--- src/core/gdio_map.svh ---
`ifndef GDIO_MAP_SVH
`define GDIO_MAP_SVH

`define GDIO_OFS_DATA 4'h0
`define GDIO_OFS_DIR 4'h1
`define GDIO_OFS_PINS 4'h2
`define GDIO_OFS_MCU 4'h3

`define GDIO_PUD_BIT 4
`define GDIO_BITOP_VAL 3
`define GDIO_RST_BYTE 8'h00
`define GDIO_RST_BIT 1'h0
`define GDIO_SYNC_STAGES 1

`endif

--- src/core/gdio_pkg.sv ---
package gdio_pkg;

  typedef struct packed {
    logic [3:0] addr;
    logic [7:0] wdata;
    logic wr;
    logic rd;
    logic bit_op;
  } gdio_req_t;

  typedef struct packed {
    logic oe;
    logic out;
    logic pu;
  } gdio_pad_t;

  typedef struct packed {
    logic [7:0] data;
    logic [7:0] dir;
    logic global_pullup_disable;
    logic [7:0] din_en;
    logic [7:0] rdata;
    logic [7:0] pad_oe;
    logic [7:0] pad_out;
    logic [7:0] pad_pu;
  } gdio_state_t;

  typedef struct packed {
    logic lat;
    logic smp;
  } gdio_sync_t;

endpackage

--- src/core/gdio_sync.sv ---
`timescale 1ns/1ps
`include "gdio_map.svh"

module gdio_sync (
  input wire logic clock,
  input wire logic rstn,
  input wire logic [7:0] pin_i,
  input wire logic [7:0] din_en,
  output logic [7:0] sample
);
  logic [7:0] lat_q;
  logic [7:0] smp_q;

  // falling edge stands in for the low-phase latch close
  always_ff @(negedge clock or negedge rstn) begin
    if (!rstn) begin
      lat_q <= `GDIO_RST_BYTE;
    end else begin
      lat_q <= pin_i & din_en; // [RQ12] [RQ20]
    end
  end

  always_ff @(posedge clock or negedge rstn) begin
    if (!rstn) begin
      smp_q <= `GDIO_RST_BYTE;
    end else begin
      smp_q <= lat_q; // [RQ12] [RQ13]
    end
  end

  assign sample = smp_q;
endmodule

--- src/core/gdio_pin.sv ---
`timescale 1ns/1ps

module gdio_pin (
  input wire logic dir_q,
  input wire logic data_q,
  input wire logic dir_we,
  input wire logic dir_wv,
  input wire logic dat_we,
  input wire logic dat_wv,
  input wire logic toggle,
  input wire logic global_pullup_disable,
  input wire logic alt_sel,
  input wire logic alt_oe,
  input wire logic alt_val,
  output logic dir_d,
  output logic data_d,
  output gdio_pkg::gdio_pad_t pad
);
  always_comb begin
    dir_d = dir_we ? dir_wv : dir_q; // [RQ10]
    data_d = dat_we ? dat_wv : data_q; // [RQ10]
    if (toggle) begin
      data_d = ~data_q; // [RQ6]
    end
    // override touches only its own pin
    if (alt_sel) begin
      pad.oe = alt_oe; // [RQ18]
      pad.out = alt_val;
      pad.pu = 1'h0;
    end else begin
      pad.oe = dir_d; // [RQ1]
      pad.out = dir_d & data_d; // [RQ4]
      pad.pu = ~dir_d & data_d & ~global_pullup_disable; // [RQ2] [RQ3] [RQ9]
    end
  end
endmodule

--- src/core/gdio_port.sv ---
// Functional notes
// RQ1: direction one drives pin, zero makes input
// RQ2: input with output bit one enables pull-up
// RQ3: pull-up off on output or zero bit
// RQ4: output drives the output-value bit level
// RQ5: reset tri-states all pins asynchronously
// RQ6: writing one to sample register toggles output
// RQ7: sample location read-only, others read/write
// RQ8: three locations: data, direction, input samples
// RQ9: global disable kills every pull-up
// RQ10: single-bit operations touch only addressed bit
// RQ11: sample shows pin level in any direction
// RQ12: low-phase latch then rising-edge register
// RQ13: pin change seen after half to 1.5 cycles
// RQ14: own write seen after one synchroniser period
// RQ15: software idles one instruction before readback
// RQ16: tri-state to high passes pull-up or low
// RQ17: pull-up to low passes tri-state or high
// RQ18: alternate function leaves other pins normal
// RQ19: pull-up disable is control bit four
// RQ20: deep sleep clamps input path to ground
// RQ21: enabled external interrupt pins escape clamp
// RQ22: eight pins per port, one bit each
// RQ23: reset clears direction and output bits
// RQ24: writing zero to sample location does nothing
//
// Our own choices: the register addresses and the strobed register port.
`timescale 1ns/1ps
`include "gdio_map.svh"

module gdio_port (
  input wire logic clock,
  input wire logic rstn,
  input gdio_pkg::gdio_req_t req,
  output logic [7:0] rdata,
  input wire logic [7:0] pin_i,
  output logic [7:0] pin_o,
  output logic [7:0] pin_oe,
  output logic [7:0] pin_pu,
  input wire logic sleep_deep,
  input wire logic [7:0] ext_int_en,
  input wire logic [7:0] alt_sel,
  input wire logic [7:0] alt_oe,
  input wire logic [7:0] alt_val
);
  gdio_pkg::gdio_state_t s_q;
  gdio_pkg::gdio_state_t s_d;
  gdio_pkg::gdio_pad_t pad [8];
  logic [7:0] sample;
  logic [7:0] dir_n;
  logic [7:0] data_n;
  logic [7:0] mask;
  logic [7:0] wval;
  logic [7:0] dir_we;
  logic [7:0] dat_we;
  logic [7:0] toggle;
  logic pud_n;
  logic wr_data;
  logic wr_dir;
  logic wr_pins;
  logic wr_mcu;

  // bit operation: index in wdata[2:0], value in wdata[3]
  assign mask = req.bit_op ? (8'h01 << req.wdata[2:0]) : 8'hFF;
  assign wval = req.bit_op ? {8{req.wdata[`GDIO_BITOP_VAL]}} : req.wdata;
  assign wr_data = req.wr && (req.addr == `GDIO_OFS_DATA); // [RQ8]
  assign wr_dir = req.wr && (req.addr == `GDIO_OFS_DIR); // [RQ8]
  assign wr_pins = req.wr && (req.addr == `GDIO_OFS_PINS); // [RQ8]
  assign wr_mcu = req.wr && (req.addr == `GDIO_OFS_MCU);
  assign dir_we = wr_dir ? mask : 8'h00; // [RQ10]
  assign dat_we = wr_data ? mask : 8'h00; // [RQ10]
  // sample location stores nothing; ones toggle, zeros are ignored
  assign toggle = wr_pins ? (mask & wval) : 8'h00; // [RQ6] [RQ7] [RQ24]

  always_comb begin
    pud_n = s_q.global_pullup_disable;
    if (wr_mcu && (!req.bit_op || req.wdata[2:0] == 3'(`GDIO_PUD_BIT))) begin
      pud_n = req.bit_op ? req.wdata[`GDIO_BITOP_VAL] : req.wdata[`GDIO_PUD_BIT]; // [RQ19]
    end
  end

  // one slice per pin, eight pins
  for (genvar i = 0; i < 8; i++) begin : g_pin // [RQ22]
    gdio_pin u_pin (
      .dir_q(s_q.dir[i]),
      .data_q(s_q.data[i]),
      .dir_we(dir_we[i]),
      .dir_wv(wval[i]),
      .dat_we(dat_we[i]),
      .dat_wv(wval[i]),
      .toggle(toggle[i]),
      .global_pullup_disable(pud_n),
      .alt_sel(alt_sel[i]),
      .alt_oe(alt_oe[i]),
      .alt_val(alt_val[i]),
      .dir_d(dir_n[i]),
      .data_d(data_n[i]),
      .pad(pad[i])
    );
  end

  gdio_sync u_sync (
    .clock(clock),
    .rstn(rstn),
    .pin_i(pin_i),
    .din_en(s_q.din_en),
    .sample(sample)
  );

  always_comb begin
    s_d = s_q;
    s_d.dir = dir_n; // [RQ1]
    s_d.data = data_n;
    s_d.global_pullup_disable = pud_n; // [RQ9]
    // wake-capable pins keep their input path during deep sleep
    s_d.din_en = {8{~sleep_deep}} | ext_int_en; // [RQ20] [RQ21]
    for (int i = 0; i < 8; i++) begin
      s_d.pad_oe[i] = pad[i].oe;
      s_d.pad_out[i] = pad[i].out;
      s_d.pad_pu[i] = pad[i].pu;
    end
    s_d.rdata = 8'h00;
    if (req.rd) begin
      unique case (req.addr)
        `GDIO_OFS_DATA: s_d.rdata = s_q.data; // [RQ7]
        `GDIO_OFS_DIR: s_d.rdata = s_q.dir; // [RQ7]
        `GDIO_OFS_PINS: s_d.rdata = sample; // [RQ11] [RQ14]
        `GDIO_OFS_MCU: s_d.rdata = 8'(s_q.global_pullup_disable) << `GDIO_PUD_BIT;
        default: s_d.rdata = 8'h00;
      endcase
    end
  end

  // all-zero reset: every driver off, no pull-up, without a clock
  always_ff @(posedge clock or negedge rstn) begin
    if (!rstn) begin
      s_q <= '0; // [RQ5] [RQ23]
    end else begin
      s_q <= s_d;
    end
  end

  assign rdata = s_q.rdata;
  assign pin_o = s_q.pad_out; // [RQ4]
  assign pin_oe = s_q.pad_oe; // [RQ1] [RQ5]
  assign pin_pu = s_q.pad_pu; // [RQ2]
endmodule

--- config.mk ---
export PLATFORM = sky130hd
export DESIGN_NAME = gdio_port
export DESIGN_NICKNAME = d
export VERILOG_FILES = /design/src/core/gdio_pkg.sv /design/src/core/gdio_sync.sv /design/src/core/gdio_pin.sv /design/src/core/gdio_port.sv
export VERILOG_INCLUDE_DIRS = /design/src /design/src/core
export SDC_FILE = /design/constraint.sdc
export NUM_CORES = 1
export LEC_CHECK = 0
export BUFFER_PORTS_ARGS = -buffer_cell sky130_fd_sc_hd__buf_2
export CAP_MARGIN = 20
export CORE_ASPECT_RATIO = 0.8
export CORE_MARGIN = 5
export CORE_UTILIZATION = 48
export DETAILED_ROUTE_END_ITERATION = 10
export PLACE_DENSITY = 0.87
export SETUP_SLACK_MARGIN = 0.4
export SYNTH_ARGS = -nofsm -noshare
export SYNTH_HDL_FRONTEND = slang
export SYNTH_SLANG_ARGS = --single-unit
--- constraint.sdc ---
create_clock -name clock -period 1.2 [get_ports clock]
set_clock_uncertainty 0.2 [all_clocks]
set_input_delay 0.12 -clock clock [delete_from_list [all_inputs] [get_ports clock]]
set_output_delay 0.12 -clock clock [all_outputs]
set_load 0.03 [all_outputs]
* Word-level counts from Yosys, hierarchy flattened
Cells that the tools add are included.
Word-level totals: register bits 73, latch bits 0, bits in writable memories 0, bits in read-only memories 0, input bits 58, output and inout bits 32, memories 0
Cells by class: add/subtract/negate cells 0, multiply operators 0, div/mod/pow operators 0, order comparisons 0, equality and inequality tests 4, shift-type cells 1, muxes and demuxes 41, bitwise logic cells 45, reduce and logical (&&, ||, !) cells 8
Operator list (number):
- 8-bit two-way mux | 6
- 8-bit case mux with 4 select lines | 1
- 1-bit two-way mux | 26
- 1-bit bitwise AND | 24
- 3-bit two-way mux | 8
- 1-bit NOT | 18
- 8-bit bitwise AND | 2
- 4-bit by 2-bit == test with 1-bit output (second input constant) | 2
- 8-bit OR | 1
- 1-bit by 3-bit left shift with 8-bit output (first input constant) | 1
- 1-bit logical AND | 5
- 4-bit by 1-bit == test with 1-bit output (second input constant) | 1
- 4-bit logical NOT | 1
- 3-bit == test (second input constant) | 1
- 1-bit logical NOT | 1
- 1-bit logical OR | 1

* Longest topological paths before layout
depth in word-level cells 8, depth in mapped cells 7, depth with buffers taken out 5

* By module
Synthesis repeated with hierarchy kept, for this count alone.
Unflattened totals: cells, all modules 304, area, all modules 3447.1 um^2
By module, submodules not included:
- gdio_port | instances 1, cells each 192, area each 2285.9 um^2
- gdio_pin | instances 8, cells each 11, area each 88.8 um^2
- gdio_sync | instances 1, cells each 24, area each 450.4 um^2

==> out/results.tsv <==
stage	metric	value	unit
setup_path	cpMostUsedCell	buf_6	
sta	postLayoutSetupSlackWorst	-380	ps
logic_synthesis	synth_top_area_cell	dfrtp_1	
floorplan	fp.dieH	86.5	um
global_route	grt_pass1_wl	15900	um
floorplan	fp.dieW	106	um
floorplan	start_util	50.2	%
sta	worstMarginPinSlew	500	ps
setup_path	slowest_stage	or3b_4	
logic_synthesis	ys_async_sr_fraction	100	%
sta	finalHoldViolCount	106	
global_route	gr-total-overflow	0	
detailed_routing	wire_per_inst	19.9	um
detailed_routing	antenna_left	0	
global_route	antenna_found_initial	1	
detailed_routing	viasPerCell	5.56	
power_and_ir_drop	peakVddDrop	0.000868	V
logic_synthesis	synth_most_common_cell	dfrtp_1	
logic_synthesis	ys_warn_count	0	
global_route	gr-max-usage-layer	met2	
global_route	gr-usage-met1	23.6	%
sta	fmax	633	MHz
setup_path	crit_required	1260	ps
status	failed_checks	hold timing, setup timing	
clocking	clk-insertion-delay-late	350	ps
setup_path	worst-path-buf-inv	3	
detailed_routing	via_count	2988	
logic_synthesis	yosysSeqAreaShare	52.0	%
sta	rsz0062_at_grt	yes	
global_route	grt_util_met3	6.55	%
sta	setup_tns	-11570	ps
run	drv_cap	0	
place	post-place-cells	496	
setup_path	worstSetupPathType	in -> reg	
logic_synthesis	synth_edf_count	0	
cells_and_area	diodes	0	
logic_synthesis	netlist_instances	310	
status	status	finished with violations	
logic_synthesis	synth_common_cells	65 x dfrtp_1, 32 x buf_4, 23 x nand2_1	
clocking	cts_sinks	73	
place	portBuffers	89	
logic_synthesis	syn_nets	368	
cells_and_area	ff_latch_area	1830	um2
setup_path	cp_max_fo	7	
global_route	grt_max_degree	33	
place	gp_congestion	0.831	
clocking	cts_tree	yes	
global_route	grt_pass1_vias	3227	
setup_path	crit_path_end_kind	flip-flop	
logic_synthesis	ys.flop_type	dfrtp_1	
logic_synthesis	synth_top_area_share	46.3	%
cells_and_area	drive_above_1_share	59.6	%
detailed_routing	routed_wl	10700	um
setup_path	crit_path_cell_trace	buf_6 > buf_6 > or3b_4 > a211oi_4 > mux2i_1 > inv_1 > nor4_1	
sta	final-setup-viol-count	70	
global_route	grt_use_total	22.7	%
setup_path	cp_top_family	simple AND/OR/NAND/NOR gates	
power_and_ir_drop	power_density	1400	nW/um2
clocking	htreeDepth	3	
sta	min_period_over_period	132	%
sta	slew_headroom	66.6	%
floorplan	die_area	9140	um2
detailed_routing	first_pass_iters	5	
clocking	numCtsBuffers	9	
floorplan	rows	27	
clocking	cts_root_buf	clkbuf_8	
clocking	clkTransAtPathRegs	80	ps
sta	finalCriticalPeriod	1580	ps
clocking	cts_buffer_depth	2	
power_and_ir_drop	p_leak	0.00248	uW
floorplan	io_pins	90	
logic_synthesis	syn_area_per_cell	11.3	um2
setup_path	cpPeakStageDelay	420	ps
logic_synthesis	synth.area.top_cells	dfrtp_1 46%, buf_4 6.8%, dfrtn_1 5.7%	
cells_and_area	fillers	399	
cells_and_area	fin_cells	537	
logic_synthesis	syn_area	3510	um2
sta	maxSlewViolCount	0	
place	hpwl	6220	um
cells_and_area	area_growth	53.8	%
logic_synthesis	ys_types	48	
global_route	grt_use_met2	41.1	%
logic_synthesis	synth_seq_cells	73	
cells_and_area	multi_input_area	1750	um2
setup_path	cp-start-kind	primary input	
detailed_routing	drc	0	
worst_hold_path	hp-class	in -> async	
floorplan	coreArea	6990	um2
setup_path	cp.arrival	1640	ps
cells_and_area	final_nets	503	
sta	holdWs	-572	ps
detailed_routing	dr.first_iter.drc_count	130	
-- final timing paths --
check | from | endpoint | slack, ps | depth (start not counted)
hold / removal | rstn | s_q[54] | -570 | 1
max in group asynchronous | rstn | u_sync.lat_q[6] | 620 | 1
min in group clock | ext_int_en[3] | s_q[35] | -260 | 2
setup / recovery | req[3] | pin_pu[2] | -380 | 7
hold reg to reg | u_sync.sample[1] | rdata[1] | 310 | 2
setup reg to reg | s_q[52] | pin_o[3] | -300 | 3
-- flip-flops by register name (all words and copies together), names as in the netlist --
name and flops:
s_q 25, rdata 8, u_sync.lat_q 8, pin_pu 8, u_sync.sample 8, pin_oe 8, pin_o 8
-- timing repair --
action / CTS / global route
gates cloned: 1 / 0
pin swaps: 19 / 9
hold endpoints to repair: 107 / 106
endpoints found under the setup margin: 97 / 97
resized for setup: 126 / 35
buffers inserted: 10 / 14
-- through the flow --
stage	cell area (um2)	util, %	total power (uW)	hold WS, ps	worst slack [ps]
detailed placement	4280	61.2	4630	-190	-711
global placement	4280	61.2	4560	-195	-638
finish	5400	77.2	7570	-572	-380
CTS	5130	73.3	7230	-577	-293
floorplan	3790	-	4130	-376	-594
global route	5400	77.2	7910	-573	-419
-- per-layer routing --
metal / part of all wire, % / vias up
met3: 7.8 / 52
met1: 34 / 1450
met5: 0.066 / -
met2: 53 / 172
li1: - / 1312
met4: 5.6 / 2
-- power by group --
part	total [uW]	switching, uW	internal, uW
clock	2190	953	1230
sequential	2950	186	2770
combinational	2430	1210	1220
total	7570	2350	5220
-- layout by cell type (no fill, tap or decap), types with 2 or more instances in the layout --
cell type	Yosys	final
dfrtp_1	65	65
buf_4	32	58
buf_6	2	55
buf_2	3	50
nand2_1	23	23
inv_1	20	17
nor2_1	18	17
nand2b_1	14	13
mux2i_1	19	12
clkbuf_8	0	10
dfrtn_1	8	8
mux2_2	10	7
nor4_2	4	7
a21oi_1	12	7
mux2i_2	0	6
o31ai_2	3	6
a211oi_2	0	5
and2_1	8	5
o21ai_2	0	5
a211oi_4	0	4
a21oi_4	0	4
o2bb2ai_4	0	4
or3b_4	0	3
mux2_4	0	3
nand3b_1	3	3
inv_2	0	3
a221oi_4	0	3
and2_4	0	3
buf_8	1	3
buf_12	0	3
or4b_4	1	2
a221oi_2	3	2
and3_1	2	2
nor2b_1	2	2
o31a_1	2	2
bufinv_16	0	2
-- cells by family after synthesis --
group / share of synthesized area [%]
and+or+nand+nor: 14.2
DFF: 52.0
buffers and inverters: 11.4
AOI/OAI and AO/OA: 13.1
muxes: 9.37
-- worst register-to-register path, cell delays in order, from the launching register on --
cell and delay, ps:
dfrtp_1 430, a2111oi_4 400, nor3_4 110, o31ai_2 260
-- layout make-up --
cell class,count,share of cell area (%)
clock buffer,10,2.55
clock inverter,6,1.67
inverter,20,1.39
multi-input combinational,172,32.4
sequential,73,33.8
tap,87,2.02
timing repair buffer,169,26.1
Power figures use the tool's default switching activity.
